$ cat config.mk
export PLATFORM = sky130hd
export DESIGN_NAME = bcht_config_tail
export DESIGN_NICKNAME = d
export VERILOG_FILES = /design/src/core/bcht_config_tail.v /design/src/core/bcht_discard_timer.v
export VERILOG_INCLUDE_DIRS = /design/src /design/src/include
export SDC_FILE = /design/constraint.sdc
export NUM_CORES = 1
export LEC_CHECK = 0
export BUFFER_PORTS_ARGS = -buffer_cell sky130_fd_sc_hd__buf_2
export CAP_MARGIN = 20
export CORE_MARGIN = 4
export CORE_UTILIZATION = 40
export CTS_BUF_LIST = sky130_fd_sc_hd__clkbuf_16
export CTS_CLUSTER_SIZE = 25
export DETAILED_ROUTE_END_ITERATION = 7
export PLACE_DENSITY = 0.8
export SKIP_LAST_GASP = 1
export SLEW_MARGIN = 40
export SYNTH_ARGS = -nofsm -noshare
export SYNTH_HDL_FRONTEND = slang
export SYNTH_SLANG_ARGS = --single-unit
$ cat constraint.sdc
create_clock -name CLK_IN -period 1.5 [get_ports CLK_IN]
set_clock_uncertainty 0.05 [all_clocks]
set_input_delay 0.375 -clock CLK_IN [delete_from_list [all_inputs] [get_ports CLK_IN]]
set_output_delay 0.375 -clock CLK_IN [all_outputs]
set_load 0.02 [all_outputs]
$ cat src/include/bcht_regs.vh
// configuration header tail: offsets, field positions, reset values and timer counts
`ifndef BCHT_REGS_VH
`define BCHT_REGS_VH

// printed byte offsets of each register
`define BCHT_OFF_IO_TOP_UPPER   8'h32
`define BCHT_OFF_CAP_PTR        8'h34
`define BCHT_OFF_INT_LINE       8'h3C
`define BCHT_OFF_INT_PIN        8'h3D
`define BCHT_OFF_BRIDGE_CTRL    8'h3E

// dword addresses holding those registers
`define BCHT_DW_IO_UPPER        6'h0C
`define BCHT_DW_CAP_PTR         6'h0D
`define BCHT_DW_INT_BRIDGE      6'h0F

// reset and hardwired values
`define BCHT_RST_IO_TOP_UPPER   16'h0000
`define BCHT_VAL_CAP_PTR        8'h50
`define BCHT_RST_INT_LINE       8'hFF
`define BCHT_VAL_INT_PIN        8'h00
`define BCHT_RST_BRIDGE_CTRL    16'h0000

// io window top: field bits that form address bits 31:20, low bits forced to ones
`define BCHT_IO_TOP_FIELD_MSB   11
`define BCHT_IO_TOP_LOW_ONES    20'hF_FFFF

// bridge control field positions
`define BCHT_BC_RSVD_MSB        15
`define BCHT_BC_RSVD_LSB        12
`define BCHT_BC_MSG_ENABLE      11
`define BCHT_BC_TIMEOUT_FLAG    10
`define BCHT_BC_PERIOD_SELECT   9

// discard timer lengths in bridge clocks, as powers of two
`define BCHT_DISCARD_LONG_EXP   15
`define BCHT_DISCARD_SHORT_EXP  10
`define BCHT_DISCARD_LONG       32768
`define BCHT_DISCARD_SHORT      1024

`endif

$ cat src/core/bcht_config_tail.v
// bridge configuration header tail: io top, capability pointer, interrupt regs, bridge control
//
// Functional notes
// - io window top field gives address bits 31:20; low 20 bits taken as ones.
// - capability pointer is read-only and always reads 50h.
// - interrupt line register resets to FFh, meaning unassigned.
// - interrupt line is plain read/write storage steering nothing.
// - interrupt pin register is read-only and reads 00h.
// - secondary interrupts are passed through to the primary side.
// - bridge control bits 15:12 ignore writes and read zero.
// - with enable bit 11 set, each discard sends an error message upstream.
// - discard error messages only apply in conventional PCI mode.
// - message is nonfatal by default; fatal only with advanced error reporting.
// - enable clear still sends if advanced reporting present and mask bit 10 clear.
// - hardware sets bridge control bit 10 on every discard.
// - bit 9 picks 2^15 (zero) or 2^10 (one) clocks, counted from queue head.
// - unrepeated delayed request is removed from queue and status bit set.
`timescale 1ns/1ns
`default_nettype none
`include "bcht_regs.vh"

module bcht_config_tail #(
	parameter AER_SUPPORTED = 1'b1,
	parameter LONG_CYCLES   = `BCHT_DISCARD_LONG,
	parameter SHORT_CYCLES  = `BCHT_DISCARD_SHORT
) (
	input  wire        CLK_IN,
	input  wire        NRST_IN,
	// configuration access port, dword wide, one request per pulse
	input  wire [7:0]  CFG_ADDR_IN,
	input  wire        CFG_RD_IN,
	input  wire        CFG_WR_IN,
	input  wire [3:0]  CFG_BE_IN,
	input  wire [31:0] CFG_WDATA_IN,
	output reg  [31:0] CFG_RDATA_OUT,
	output reg         CFG_ACK_OUT,
	// io forwarding check
	input  wire        IO_REQ_IN,
	input  wire [31:0] IO_ADDR_IN,
	output reg         IO_FWD_VALID_OUT,
	output reg         IO_BELOW_TOP_OUT,
	// delayed transaction queue
	input  wire        DC_HEAD_VALID_IN,
	input  wire        DC_REPEAT_IN,
	output wire        DC_DISCARD_OUT,
	// error reporting context
	input  wire        CONV_PCI_MODE_IN,
	input  wire        SEC_UE_MASK_DISCARD_IN,
	input  wire        SEC_UE_SEVERITY_FATAL_IN,
	output reg         ERR_NONFATAL_OUT,
	output reg         ERR_FATAL_OUT,
	// interrupt pass-through, active low
	input  wire [3:0]  SEC_INT_N_IN,
	output reg  [3:0]  PRI_INT_N_OUT
);

	// registers
	reg  [15:0] io_window_top_bits;
	reg  [7:0]  interrupt_line_scratch;
	reg         discard_error_msg_enable;
	reg         discard_timeout_flag;
	reg         secondary_discard_period_select;
	reg  [3:0]  int_sync_a;
	reg  [3:0]  int_sync_b;
	reg  [31:0] next_rdata;
	wire [5:0]  dw_addr;
	wire        hit_io_upper;
	wire        hit_cap_ptr;
	wire        hit_int_bridge;
	wire        wr_int_bridge;
	wire        flag_clear;
	wire        send_msg;
	wire [15:0] bridge_control;
	wire [31:0] io_top_addr;

	// byte-lane merge used by the io top and interrupt line bytes
	function [7:0] merge_byte;
		input [7:0] old_val;
		input [7:0] new_val;
		input       lane_en;
		begin
			merge_byte = lane_en ? new_val : old_val;
		end
	endfunction

	// dword decode; the two low address bits select no register
	assign dw_addr        = CFG_ADDR_IN[7:2];
	assign hit_io_upper   = (dw_addr == `BCHT_DW_IO_UPPER);
	assign hit_cap_ptr    = (dw_addr == `BCHT_DW_CAP_PTR);
	assign hit_int_bridge = (dw_addr == `BCHT_DW_INT_BRIDGE);
	assign wr_int_bridge  = CFG_WR_IN && hit_int_bridge;

	// write of one clears the flag, zero leaves it
	assign flag_clear = wr_int_bridge && CFG_BE_IN[3] &&
		CFG_WDATA_IN[16 + `BCHT_BC_TIMEOUT_FLAG];

	// assembled bridge control; unimplemented low bits and reserved top read zero
	assign bridge_control = {4'h0,
		discard_error_msg_enable,
		discard_timeout_flag,
		secondary_discard_period_select,
		9'h000};

	// top of io window: field supplies 31:20, the rest all ones
	assign io_top_addr = {io_window_top_bits[`BCHT_IO_TOP_FIELD_MSB:0], `BCHT_IO_TOP_LOW_ONES};

	// discard timer, runs on the bridge clock
	bcht_discard_timer #(
		.LONG_CYCLES    (LONG_CYCLES),
		.SHORT_CYCLES   (SHORT_CYCLES)
	) u_timer (
		.clk_in          (CLK_IN),
		.nrst_in         (NRST_IN),
		.head_valid_in   (DC_HEAD_VALID_IN),
		.repeat_in       (DC_REPEAT_IN),
		.short_select_in (secondary_discard_period_select),
		.expire_out      (DC_DISCARD_OUT)
	);

	// message decision: enable bit, or unmasked under advanced reporting, only in conventional mode
	assign send_msg = DC_DISCARD_OUT && CONV_PCI_MODE_IN &&
		(discard_error_msg_enable ||
		 (AER_SUPPORTED && !SEC_UE_MASK_DISCARD_IN));

	// configuration writes; read-only bytes simply have no storage
	always @(posedge CLK_IN or negedge NRST_IN) begin
		if (!NRST_IN) begin
			io_window_top_bits              <= `BCHT_RST_IO_TOP_UPPER;
			interrupt_line_scratch          <= `BCHT_RST_INT_LINE;
			discard_error_msg_enable        <= 1'b0;
			secondary_discard_period_select <= 1'b0;
		end else if (CFG_WR_IN) begin
			if (hit_io_upper) begin
				io_window_top_bits[7:0]  <= merge_byte(io_window_top_bits[7:0], CFG_WDATA_IN[23:16], CFG_BE_IN[2]);
				io_window_top_bits[15:8] <= merge_byte(io_window_top_bits[15:8], CFG_WDATA_IN[31:24], CFG_BE_IN[3]);
			end else if (hit_int_bridge) begin
				// scratch byte, read back only
				interrupt_line_scratch <= merge_byte(interrupt_line_scratch, CFG_WDATA_IN[7:0], CFG_BE_IN[0]);
				if (CFG_BE_IN[3])
					discard_error_msg_enable <= CFG_WDATA_IN[16 + `BCHT_BC_MSG_ENABLE];
				if (CFG_BE_IN[3])
					secondary_discard_period_select <= CFG_WDATA_IN[16 + `BCHT_BC_PERIOD_SELECT];
			end
		end
	end

	// bridge control bits 11:9 all sit in byte lane 3 of the dword

	// sticky discard flag; a discard in the clearing cycle keeps it set
	always @(posedge CLK_IN or negedge NRST_IN) begin
		if (!NRST_IN)
			discard_timeout_flag <= 1'b0;
		else if (DC_DISCARD_OUT)
			discard_timeout_flag <= 1'b1;
		else if (flag_clear)
			discard_timeout_flag <= 1'b0;
	end

	// read mux; unmapped dwords read zero
	always @* begin
		next_rdata = 32'h0000_0000;
		if (hit_io_upper)
			next_rdata = {io_window_top_bits, 16'h0000};
		else if (hit_cap_ptr)
			next_rdata = {24'h00_0000, `BCHT_VAL_CAP_PTR};
		else if (hit_int_bridge)
			next_rdata = {bridge_control, `BCHT_VAL_INT_PIN, interrupt_line_scratch};
	end

	// one-cycle acknowledge for reads and writes; read data loaded only on reads
	always @(posedge CLK_IN or negedge NRST_IN) begin
		if (!NRST_IN) begin
			CFG_RDATA_OUT <= 32'h0000_0000;
			CFG_ACK_OUT   <= 1'b0;
		end else begin
			CFG_ACK_OUT <= CFG_RD_IN || CFG_WR_IN;
			if (CFG_RD_IN)
				CFG_RDATA_OUT <= next_rdata;
		end
	end

	// io forward compare against the window top
	always @(posedge CLK_IN or negedge NRST_IN) begin
		if (!NRST_IN) begin
			IO_FWD_VALID_OUT <= 1'b0;
			IO_BELOW_TOP_OUT <= 1'b0;
		end else begin
			IO_FWD_VALID_OUT <= IO_REQ_IN;
			if (IO_REQ_IN)
				IO_BELOW_TOP_OUT <= (IO_ADDR_IN <= io_top_addr);
		end
	end

	// error message pulses; fatal only chosen under advanced reporting
	always @(posedge CLK_IN or negedge NRST_IN) begin
		if (!NRST_IN) begin
			ERR_NONFATAL_OUT <= 1'b0;
			ERR_FATAL_OUT    <= 1'b0;
		end else begin
			ERR_FATAL_OUT    <= send_msg && AER_SUPPORTED && SEC_UE_SEVERITY_FATAL_IN;
			ERR_NONFATAL_OUT <= send_msg && !(AER_SUPPORTED && SEC_UE_SEVERITY_FATAL_IN);
		end
	end

	// interrupt pins come from the secondary bus: two synchroniser flops, then an output flop
	always @(posedge CLK_IN or negedge NRST_IN) begin
		if (!NRST_IN) begin
			int_sync_a    <= 4'hF;
			int_sync_b    <= 4'hF;
			PRI_INT_N_OUT <= 4'hF;
		end else begin
			int_sync_a    <= SEC_INT_N_IN;
			int_sync_b    <= int_sync_a;
			PRI_INT_N_OUT <= int_sync_b;
		end
	end

endmodule

`default_nettype wire

$ cat src/core/bcht_discard_timer.v
// secondary discard timer for the delayed completion at the head of the downstream queue
`timescale 1ns/1ns
`default_nettype none
`include "bcht_regs.vh"

module bcht_discard_timer #(
	parameter LONG_CYCLES  = `BCHT_DISCARD_LONG,
	parameter SHORT_CYCLES = `BCHT_DISCARD_SHORT
) (
	input  wire        clk_in,
	input  wire        nrst_in,
	input  wire        head_valid_in,
	input  wire        repeat_in,
	input  wire        short_select_in,
	output reg         expire_out
);

	localparam ST_IDLE  = 2'b00;
	localparam ST_COUNT = 2'b01;
	localparam ST_DONE  = 2'b10;

	reg  [1:0]  state;
	reg  [15:0] count;
	reg  [1:0]  next_state;
	wire [15:0] limit;

	// the select is sampled every cycle, so changing it mid-count moves the end point
	assign limit = short_select_in ? SHORT_CYCLES[15:0] - 16'h0001 : LONG_CYCLES[15:0] - 16'h0001;

	// idle until a completion reaches the head, count until repeat or expiry
	always @* begin
		next_state = state;
		case (state)
		ST_IDLE: begin
			if (head_valid_in && !repeat_in)
				next_state = ST_COUNT;
		end
		ST_COUNT: begin
			if (repeat_in || !head_valid_in)
				next_state = ST_IDLE;
			else if (count >= limit)
				next_state = ST_DONE;
		end
		default: begin
			// wait for the queue to drop the entry before arming again
			if (!head_valid_in)
				next_state = ST_IDLE;
		end
		endcase
	end

	// counter starts with the head entry; one expiry pulse per entry
	always @(posedge clk_in or negedge nrst_in) begin
		if (!nrst_in) begin
			state      <= ST_IDLE;
			count      <= 16'h0000;
			expire_out <= 1'b0;
		end else begin
			state      <= next_state;
			expire_out <= (state == ST_COUNT) && (next_state == ST_DONE);
			if (state == ST_COUNT)
				count <= count + 16'h0001;
			else
				count <= 16'h0000;
		end
	end

endmodule

`default_nettype wire

# Yosys cells after proc, flatten, opt, wreduce, memory -nomap -nowiden
# Index checks and enable logic that the tools add are counted.
[classes]
add_sub_neg = 1
magnitude_cmp = 2
eq_ne = 5
muxes = 12
n_bitwise = 1
n_reduce_logical = 22
[ops]
columns = ["op", "n"]
rows = [
  ["$mux W28", 2],
  ["$le A32 B32 Y1", 1],
  ["$mux W32", 1],
  ["$eq A6 B4 Y1 const B", 3],
  ["$add A16 B1 Y16 const B", 1],
  ["$ge A16 B16 Y1", 1],
  ["$mux W16", 1],
  ["$mux W15", 1],
  ["$logic_and A1 B1 Y1", 9],
  ["$mux W2", 4],
  ["$reduce_and A4 Y1", 2],
  ["$reduce_and A3 Y1", 2],
  ["$logic_not A1 Y1", 4],
  ["$pmux W2 S2", 1],
  ["$logic_or A1 B1 Y1", 3],
  ["$eq A2 B1 Y1 const B", 1],
  ["$eq A2 B2 Y1 const B", 1],
  ["$logic_not A2 Y1", 1],
  ["$mux W1", 2],
  ["$reduce_bool A2 Y1", 1],
  ["$not A1 Y1", 1],
]
[totals]
reg_bits = 95

# Longest topological paths before layout
# Gate-level depths: netlist (run 1).
[logic_depth]
depth_word = 7
depth_mapped = 6
mapped_depth_nobuf = 6

# Modules after synthesis
# Synthesis (run 1) repeated with hierarchy kept, for this count alone.
[hier_totals]
hier_cells = 352
area_unflattened_um2 = 3946.3
[modules_own_cells]
columns = ["mod", "n_inst", "cells_each", "area_per_inst_um2"]
rows = [
  ["bcht_config_tail", 1, 251, 2929.1],
  ["bcht_discard_timer", 1, 101, 1017.2],
]

# Worst setup path before layout (run 1)
# No wires, ideal clock.
[synth_path]
path_type = "in2reg"
from = "input port CFG_ADDR_IN[6]"
to = "register io_window_top_bits[0]"
setup_ps = 125
arrival_time_ps = 1528
slack_ps = -203
path_stages = 4
path_buffers = 0
cell_sequence = "and4bb_2 nor3b_4 nand3_2 mux2_2"
[synth_between]
elab_chain_cells = 2
[synth_lines]
columns = ["element", "line_no", "source"]
rows = [
  ["from (decl)", "bcht_config_tail.v:30", "input wire [7:0] CFG_ADDR_IN,"],
  ["$eq A6 B4 Y1 (no source line)", "-", ""],
  ["$reduce_and A3 Y1 (no source line)", "-", ""],
  ["to (signal assigned)", "bcht_config_tail.v:128", "io_window_top_bits <= `BCHT_RST_IO_TOP_UPPER;"],
  ["to (signal assigned)", "bcht_config_tail.v:134", "io_window_top_bits[7:0] <= merge_byte(io_window_top_bits[7:0], CFG_WDATA_IN[23:16], CFG_BE_IN[2]);"],
  ["to (decl)", "bcht_config_tail.v:58", "reg [15:0] io_window_top_bits;"],
]
# No other way between the ends.
# A chain may end at the register's enable or synchronous reset.

# Worst setup path in the final report (run 1)
[layout_path]
from = "register secondary_discard_period_select"
to = "register u_timer.expire_out"
[layout_between]
elab_chain_cells = 7
[layout_lines]
columns = ["element", "line_no", "source"]
rows = [
  ["from (decl)", "bcht_config_tail.v:62", "reg secondary_discard_period_select;"],
  ["from (signal assigned)", "bcht_config_tail.v:142", "secondary_discard_period_select <= CFG_WDATA_IN[16 + `BCHT_BC_PERIOD_SELECT];"],
  ["$mux W15", "bcht_discard_timer.v:28", "assign limit = short_select_in ? SHORT_CYCLES[15:0] - 16'h0001 : LONG_CYCLES[15:0] - 16'h0001;"],
  ["$ge A16 B16 Y1", "bcht_discard_timer.v:41", "else if (count >= limit)"],
  ["$mux W2", "bcht_discard_timer.v:41", ""],
  ["$mux W2", "bcht_discard_timer.v:39", "if (repeat_in || !head_valid_in)"],
  ["$pmux W2 S2", "bcht_discard_timer.v:33", "case (state)"],
  ["$eq A2 B2 Y1", "bcht_discard_timer.v:60", "expire_out <= (state == ST_COUNT) && (next_state == ST_DONE);"],
  ["$logic_and A1 B1 Y1", "bcht_discard_timer.v:60", ""],
  ["to (signal assigned)", "bcht_discard_timer.v:60", ""],
  ["to (decl)", "bcht_discard_timer.v:15", "output reg expire_out"],
]
# No other way between the ends.

==> results of run 1 <==
## power by group
group	internal, mW	leakage, nW	switching (mW)
Sequential	2.47	1.12	0.0577
Combinational	0.290	1.35	0.301
Clock	1.42	0.168	0.884
## sequential cells by signal (all words and copies together) (netlist names)
name                             cells
CFG_RDATA_OUT                       24
io_window_top_bits                  16
u_timer.count                       16
interrupt_line_scratch               8
PRI_INT_N_OUT                        4
int_sync_a                           4
int_sync_b                           4
u_timer.state                        2
CFG_ACK_OUT                          1
ERR_FATAL_OUT                        1
ERR_NONFATAL_OUT                     1
IO_BELOW_TOP_OUT                     1
IO_FWD_VALID_OUT                     1
discard_error_msg_enable             1
discard_timeout_flag                 1
secondary_discard_period_select      1
u_timer.expire_out                   1
## worst reg2reg max path: cells and delay by family (launching register included)
kind / cells / cell delay (ps)
flip-flops: 1 / 500
adder cells (fa/ha/maj): 1 / 320
AND/OR/NAND/NOR: 2 / 370
AO/OA/AOI/OAI: 2 / 260
## per-stage QoR
step | total power, mW | setup WS (ps) | util, % | TNS [ps]
final | 5.42 | -88.6 | 59.2 | -241
after detailed placement | 3.06 | -399 | 51.9 | -12340
after floorplan | 2.78 | -203 | - | -4490
after global placement | 3.03 | -326 | 51.9 | -10470
after global routing | 5.64 | -178 | 59.2 | -1100
after CTS | 5.40 | -99.1 | 56.9 | -331
## layout by cell type (no fill, tap or decap), types with 9 or more instances in the layout
cell type  instances
buf_2            111
dfrtp_1           66
buf_4             40
inv_1             38
mux2_2            26
nand3_1           24
o21ai_0           24
dfstp_2           20
nor2_1            18
nand4_1           12
clkbuf_16         12
ha_4              11
a21oi_1            9
## per-layer routing
layer	vias up	wire (um)
li1	1520	-
met1	1530	3700
met2	105	5070
met3	20	555
met4	0	219
met5	-	0
## cell families (layout without fill, tap and decap cells)
group	Yosys count	in the layout
other	1	8
buffers and inverters	60	216
AND/OR/NAND/NOR	92	92
XOR/XNOR	9	9
multiplexers	27	27
flip-flops	87	87
adder cells (fa/ha/maj)	18	18
AO/OA/AOI/OAI	58	58
## how the worst max path moves through the flow
stage                     slack [ps]  cells past startpoint               endpoint                       startpoint
after global routing            -180                      5     u_timer.expire_out  secondary_discard_period_select
final                            -90                      5     u_timer.expire_out  secondary_discard_period_select
after detailed placement        -400                      5  io_window_top_bits[3]                   CFG_ADDR_IN[6]
after global placement          -330                      5  io_window_top_bits[5]                   CFG_ADDR_IN[6]
after floorplan                 -200                      4  io_window_top_bits[0]                   CFG_ADDR_IN[6]
after CTS                       -100                      5       u_timer.state[0]  secondary_discard_period_select
## what timing repair did
action / 4_1_cts / 5_1_grt
endpoints found under the hold margin: 17 / 0
hold buffers: 1 / 0
pin swaps: 4 / 16
setup buffers: 4 / 5
setup endpoints to repair: 22 / 36
gates resized for setup: 15 / 33
## layout make-up
cell class | instances | share of cell area [%]
clock buffer | 12 | 5.42
clock inverter | 4 | 0.406
inverter | 42 | 2.84
multi-input combinational | 212 | 31.5
sequential | 87 | 39.7
tap | 129 | 2.91
timing repair buffer | 158 | 17.1
==> flow_summary.toml, run 1 <==
[worst_hold_path]
holdPathStages = 1
min_to = "int_sync_a[2]"
min_from = "SEC_INT_N_IN[2]"
min_path_type = "input port to register"

[sta]
rsz0062_at_grt = "yes"
setup_slack_ps = -88.6
drv_slew = 0
min_period_ps = 1590
hold_ws_ps = 90.6
finalSetupViolations = 11
fin_crit_sh_pct = 106
fmax_mhz = 629
hold_viol = 0

[setup_path]
r2r_cells = 5
critPathMaxFanout = 6
reg2reg_slack_ps = -90
slowest_delay_ps = 500
critPathBufInv = 0
end_kind = "register"
r2r_start = "secondary_discard_period_select"
critical-path-top-delay-family = "flip-flops"
rr_endpoint = "u_timer.expire_out"
worstSetupPathType = "register to register"
cp_slowest_cell = "dfrtp_2"
worstPathRequired_ps = 1690
cp.arrival_ps = 1780
cp-start-kind = "register"
crit_chain = "ha_4, nand4b_1, o211ai_1, o21ai_2, nor4b_2"

[logic_synthesis]
synth_ff_type = "dfrtp_1"
ys_seq_area_share_pct = 56.2
yosys.area_share.simple_pct = 12.9
synthTopCellsByArea = "dfrtp_1 43%, dfstp_2 13%, mux2_2 7.5%"
avgSynthCellArea_um2 = 11.1
ys_ff_latch = 87
synth_top_family_by_area = "simple AND/OR/NAND/NOR gates"
synth_compound_area_share_pct = 8.72
ys_types = 41
synth_top_area_share_pct = 42.8
synth_edf_count = 0
muxShareOfSynthArea_pct = 7.73
synth_top_cell_by_area = "dfrtp_1"
syn_area_um2 = 3920
synth-async-reset-ratio_pct = 100
yosysWarnings = 0
synthCells = 352
synth_xor_xnor_area_share_pct = 2.01
synth_common_cells = "67 x dfrtp_1, 42 x inv_1, 27 x o21ai_0"
yosysMostFrequentCell = "dfrtp_1"
synth_fa_ha_area_share_pct = 5.75

[floorplan]
io_pins = 132
initial_core_util_pct = 41.8
die-height_um = 107
coreArea_um2 = 9370
row_count = 35
die-area_um2 = 11400
fp.dieW_um = 107

[layout]
syn2layout_area_growth_pct = 41.6
diodes = 0
drive_above_1_share_pct = 50.9
multi_input_area_um2 = 1750
num-nets-final = 618
n_fill_cell = 761
final_area_um2 = 5550
register_area_um2 = 2200
stdcell_count = 644

[global_route]
use_met2_pct = 30.8
grt_overflow = 0
grt_pass1_vias = 3277
grtUsageTotal_pct = 16.8
grt_pass1_wl_mm = 15.4
antenna_found_initial = 0
grt_use_met3_pct = 3.37
grt_max_degree = 37
gr-usage-met1_pct = 19.4
grt-busiest-layer = "met2"

[clock_tree]
h-tree-depth = 3
cts_buffers = 9
cts.sinks = 87
root_buffer = "clkbuf_16"
clockBufferDepth = 2
path_clk_slew_ps = 60
cts_tree = "done"
insertion_delay_ps = 330

[route]
dr.pass1.iters = 4
drc_errors = 0
ant_nets = 0
totalWireLength_mm = 9.54
vias = 3175
viasPerCell = 4.93
drt_iter0_markers = 144
wl_per_cell_um = 14.8

[job]
max_cap_violations = 0

[status]
status = "finished, violations left"
violations = "negative setup slack"

[power]
irDropWorstVdd_uv = 710
power_density_nw_per_um2 = 977
p_leak_nw = 2.64

[placement]
hpwlAfterDp_mm = 7.21
placed_cells = 618
placed_cell_area_um2 = 4870
routabilityCongestion = 0.782
io_buffers = 112
Note: power is estimated with default switching activity, not from simulation.
==> run 2, diff against run 1 <==
- CORE_ASPECT_RATIO: not set -> 0.7
- SETUP_SLACK_MARGIN: not set -> 0.5
==> run 2 against run 1 <==
Compared with the run above: the run still ends with negative setup slack left; die area up 0.22%; highest routed layer unchanged; core utilization up 9.8 points; non-clock buffer count increased by 26; critical endpoint unchanged; maximum frequency hardly changed; worst hold slack got worse by 45 ps.
==> flow_summary.toml, run 2 (synthesis results as in run 1) <==
[setup_path]
critical-path-top-delay-family = "flip-flops"
critPathBufInv = 0
worstPathRequired_ps = 1700
crit_chain = "ha_4, a21oi_2, o211ai_1, o21ai_2, nor4b_2"
r2r_start = "secondary_discard_period_select"
worstSetupPathType = "register to register"
rr_endpoint = "u_timer.expire_out"
r2r_cells = 5
cp-start-kind = "register"
cp-endpoint = "u_timer.expire_out"
crit_path_start = "secondary_discard_period_select"
cp.arrival_ps = 1780
end_kind = "register"
slowest_delay_ps = 510
cp_slowest_cell = "dfrtp_2"
reg2reg_slack_ps = -90
cp_num_cells = 5
critPathMaxFanout = 6

[layout]
syn2layout_area_growth_pct = 63.4
top_regs = "CFG_RDATA_OUT: 24 flops, io_window_top_bits: 16 flops, u_timer.count: 16 flops"
final_common_cell = "buf_2"
layout_common_cells = "75 x buf_2, 63 x dfrtp_1, 58 x buf_6, 42 x buf_4, 36 x inv_1"
largest_reg_flops = 24
drive_above_1_share_pct = 62.8
diodes = 0
top_register = "CFG_RDATA_OUT"
num-nets-final = 644
n_fill_cell = 641

[sta]
hold_viol = 0
fin_crit_sh_pct = 106
timing.setup.tns_ps = -188
finalSetupViolations = 4
min_period_ps = 1590
fmax_mhz = 630
rsz0062_at_grt = "yes"
setup_slack_ps = -88.0
slew_headroom_pct = 61.6
drv_slew = 0
tightest_slew_ps = 576

[clock_tree]
cts_buffers = 9
clockBufferDepth = 2
insertion_delay_ps = 340
h-tree-depth = 3
cts.sinks = 87
cts_tree = "done"
root_buffer = "clkbuf_16"
path_clk_slew_ps = 60

[global_route]
grt_max_degree = 30
grt_overflow = 0
grt_pass1_vias = 3463
grt_pass1_wl_mm = 17.1
grtUsageTotal_pct = 18.6
antenna_found_initial = 0

[route]
vias = 3361
routed.top_layer = "met4"
dr.pass1.iters = 4
drc_errors = 0
viasPerCell = 5.05
met1_length_mm = 4.53
wl_per_cell_um = 17.3
totalWireLength_mm = 11.5
ant_nets = 0
wl_met3_um = 710
drt_iter0_markers = 117
wl_met2_mm = 6.20

[floorplan]
fp.dieW_um = 126
die-height_um = 90.8
die-area_um2 = 11500
initial_core_util_pct = 42.2
row_count = 29
io_pins = 132
coreArea_um2 = 9290

[placement]
hpwlAfterDp_mm = 7.30
io_buffers = 112
pre_cts_slack_ps = -359
routabilityCongestion = 0.830

[power]
irDropWorstVdd_uv = 558
power_density_nw_per_um2 = 849
p_leak_nw = 2.97

[worst_hold_path]
min_path_type = "input port to asynchronous set/reset pin"

[status]
status = "finished, violations left"
violations = "negative setup slack"

[job]
max_cap_violations = 0
## run 2: cell count changes in the layout (fill, tap and decap cells not counted), sizes merged
cell	previous run	this run
buf	157	182
inv	46	43
clkinv	0	4
clkbuf	12	10
clkinvlp	0	1
bufinv	0	1
## run 2: repair_timing
item,4_1_cts,5_1_grt
endpoints found under the hold margin,2,0
pin swaps,32,26
buffers inserted,23,15
resized for setup,136,59
gates cloned,0,1
endpoints found under the setup margin,103,105
hold buffers,1,0
## run 2: how the worst min path moves through the flow
stage,start,end,slack (ps),depth (start not counted)
after CTS,NRST_IN,interrupt_line_scratch[5],30,1
after detailed placement,NRST_IN,CFG_RDATA_OUT[30],190,1
after global routing,NRST_IN,interrupt_line_scratch[4],50,1
after global placement,NRST_IN,CFG_RDATA_OUT[30],190,1
after floorplan,NRST_IN,CFG_ACK_OUT,30,0
final,NRST_IN,interrupt_line_scratch[5],50,1
## run 2: layout make-up
| cell class | count | area (um2) | area share (%) |
|---|---|---|---|
| clock buffer | 9 | 225 | 3.52 |
| clock inverter | 7 | 72.6 | 1.13 |
| inverter | 42 | 158 | 2.46 |
| multi-input combinational | 212 | 2080 | 32.4 |
| sequential | 87 | 2210 | 34.5 |
| tap | 124 | 155 | 2.42 |
| timing repair buffer | 184 | 1510 | 23.6 |
## run 2: power by group
part,leakage [nW],internal (mW),switching [mW]
Combinational,1.71,0.338,0.336
Sequential,1.12,2.47,0.0776
Clock,0.147,1.29,0.922
## run 2: per-layer routing
| layer | track usage, % | vias to the layer above |
|---|---|---|
| li1 | - | 1584 |
| met1 | 22.7 | 1666 |
| met4 | 4.29 | 0 |
| met5 | 0 | - |
| met2 | 31.7 | 101 |
| met3 | 6.68 | 10 |
## run 2: stage by stage
stage / area (um2) / std cells / power (mW) / utilization [%] / hold WS (ps)
after floorplan: 4220 / 359 / 2.84 / - / 29.4
after global routing: 6400 / 665 / 5.66 / 68.9 / 46.4
final: 6400 / 665 / 5.43 / 68.9 / 45.8
after detailed placement: 5090 / 609 / 3.11 / 54.8 / 188
after global placement: 5090 / 609 / 3.08 / 54.8 / 190
after CTS: 6070 / 649 / 5.44 / 65.3 / 25.2
==> run 3, diff against run 2 <==
- BUFFER_PORTS_ARGS: -buffer_cell sky130_fd_sc_hd__buf_2 -> -buffer_cell sky130_fd_sc_hd__clkbuf_2
- CELL_PAD_IN_SITES_DETAIL_PLACEMENT: not set -> 0
- CELL_PAD_IN_SITES_GLOBAL_PLACEMENT: not set -> 1
- CORE_UTILIZATION: 40 -> 35
- PLACE_DENSITY: 0.8 -> 0.88
- SYNTH_HIERARCHICAL: not set -> 1
==> run 3 against run 2 <==
Compared with the run above: the run ends with negative hold slack, negative setup slack left; core utilization fell by 12 points; flip-flop and latch count did not move; final area fell by 2.1%; non-clock buffer count rose by 1; worst hold slack got worse by 180 ps; critical path type unchanged; critical endpoint is now u_timer/expire_out; largest power group unchanged.
==> flow_summary.toml, run 3 <==
[logic_synthesis]
avgSynthCellArea_um2 = 11.2
synth_ff_type = "dfrtp_1"
ys_seq_area_share_pct = 55.8
yosysWarnings = 6
synth-async-reset-ratio_pct = 100
syn_area_um2 = 3950
synth_edf_count = 0
synth_top_cell_by_area = "dfrtp_1"
ys_types = 48
synthTopCellsByArea = "dfrtp_1 42%, dfstp_2 13%, mux2_2 7.4%"
synth_top_area_share_pct = 42.5
synthCells = 352
ys_ff_latch = 87
synth_common_cells = "67 x dfrtp_1, 40 x inv_1, 26 x mux2_2, 26 x o21ai_0, 22 x nand3_1"
yosysMostFrequentCell = "dfrtp_1"

[layout]
top_register = "CFG_RDATA_OUT"
syn2layout_area_growth_pct = 58.9
top_regs = "CFG_RDATA_OUT: 24 flops, io_window_top_bits: 16 flops, u_timer/count: 16 flops"
drive_above_1_share_pct = 57.9
largest_reg_flops = 24
final_common_cell = "clkbuf_2"
layout_common_cells = "77 x clkbuf_2, 64 x dfrtp_1, 53 x buf_4, 43 x inv_1, 33 x buf_6"
final_area_um2 = 6270
num-nets-final = 645
diodes = 0
n_fill_cell = 916

[setup_path]
crit_chain = "ha_1, nand4b_1, o21ai_1, a221oi_2, buf_4, nor4_1"
cp_slowest_cell = "dfrtp_2"
worstSetupPathType = "register to register"
slowest_delay_ps = 480
worstPathRequired_ps = 1680
cp.arrival_ps = 1930
r2r_cells = 6
cp-start-kind = "register"
critPathMaxFanout = 6
end_kind = "register"

[sta]
finalSetupViolations = 6
timing.setup.tns_ps = -818
setup_slack_ps = -248
fin_crit_sh_pct = 117
min_period_ps = 1750
rsz0062_at_grt = "yes"
hold_viol = 11
hold_ws_ps = -131
fmax_mhz = 572
drv_slew = 0

[route]
drt_iter0_markers = 102
ant_nets = 0
totalWireLength_mm = 10.6
vias = 3252
viasPerCell = 4.68
wl_per_cell_um = 15.2
drc_errors = 0
dr.pass1.iters = 4

[placement]
placed_cell_area_um2 = 5080
io_buffers = 112
hpwlAfterDp_mm = 7.53
routabilityCongestion = 0.815

[floorplan]
initial_core_util_pct = 35.8
coreArea_um2 = 11000
fp.dieW_um = 135
die-height_um = 96.8
io_pins = 132
die-area_um2 = 13100
row_count = 32

[clock_tree]
root_buffer = "clkbuf_16"
cts.sinks = 87
cts_buffers = 9
clockBufferDepth = 2
cts_tree = "done"
path_clk_slew_ps = 60
h-tree-depth = 3
insertion_delay_ps = 340

[status]
status = "finished, violations left"
violations = "negative hold slack, negative setup slack"

[job]
max_cap_violations = 0

[global_route]
grt_pass1_vias = 3422
grt_pass1_wl_mm = 16.4
grtUsageTotal_pct = 15.6
grt_max_degree = 31
antenna_found_initial = 0
grt_overflow = 0

[worst_hold_path]
min_path_type = "input port to asynchronous set/reset pin"

[power]
power_density_nw_per_um2 = 859
irDropWorstVdd_uv = 549
p_leak_nw = 2.92
## run 3: cell count changes after synthesis, sizes merged, moves of 2 or more
cell	before	now
nand4	13	8
o211ai	3	1
a31o	2	0
and2	0	2
inv	42	40
nand2	10	14
o31ai	1	4
## run 3: repair_timing
item	CTS	global route
endpoints found under the hold margin	11	11
resized for setup	66	126
buffers inserted	15	20
pin swaps	18	14
setup endpoints to repair	101	102
gates cloned	0	1
## run 3: cells by family after synthesis
kind of cell             after synthesis  share of synthesized area (%)
flip-flops                            87                           55.8
AO/OA/AOI/OAI                         57                           8.53
XOR/XNOR                               9                           2.00
AND/OR/NAND/NOR                       95                           13.8
other                                  1                         0.0950
buffers and inverters                 58                           6.44
multiplexers                          27                           7.67
adder cells (fa/ha/maj)               18                           5.71
## run 3: path summary, 6_finish.rpt
| check | start | endpoint | slack [ps] |
|---|---|---|---|
| hold / removal | NRST_IN | CFG_RDATA_OUT[16] | -130 |
| setup reg to reg | secondary_discard_period_select | u_timer/expire_out | -250 |
| hold reg to reg | int_sync_a[1] | int_sync_b[1] | 300 |
| min in group CLK_IN | SEC_INT_N_IN[1] | int_sync_a[1] | 80 |
| max in group asynchronous | NRST_IN | int_sync_a[3] | 980 |
| setup / recovery | secondary_discard_period_select | u_timer/expire_out | -250 |
## run 3: worst max-delay path: cells and delay by family (launching register included)
kind	cells	cell delay, ps
fa+ha+maj	1	300
simple gates	2	380
flops	1	480
compound gates	2	270
buf+inv	1	150
## run 3: power by group
group / internal [mW] / total, mW / switching, mW
Combinational: 0.296 / 0.590 / 0.294
Clock: 1.37 / 2.26 / 0.885
Sequential: 2.47 / 2.54 / 0.0726
Total: 4.13 / 5.38 / 1.25
## run 3: area by class of cell
class | instances | area (um2) | area share (%)
clock buffers | 10 | 250 | 3.99
clock inverters | 6 | 52.6 | 0.838
inverters | 40 | 150 | 2.39
multi-input cells | 214 | 1920 | 30.6
flip-flops and latches | 87 | 2210 | 35.2
well taps | 153 | 191 | 3.05
repair buffers | 185 | 1500 | 24.0
## run 3: stage by stage
stage	std cells	power, mW	setup slack [ps]	utilization (%)
6_report	695	5.38	-248	57.0
5_1_grt	695	5.61	-387	57.0
4_1_cts	674	5.39	-189	52.3
3_5_place_dp	643	3.06	-357	46.1
3_3_place_gp	643	3.04	-285	46.1
2_1_floorplan	359	2.80	-199	-
## run 3: metal layers
metal | vias up | track usage, % | part of all wire, %
met4 | 0 | 3.83 | 1.1
met5 | - | 0 | 0
met3 | 12 | 4.78 | 5.3
li1 | 1580 | - | -
met1 | 1588 | 19.7 | 43
met2 | 72 | 26.2 | 51
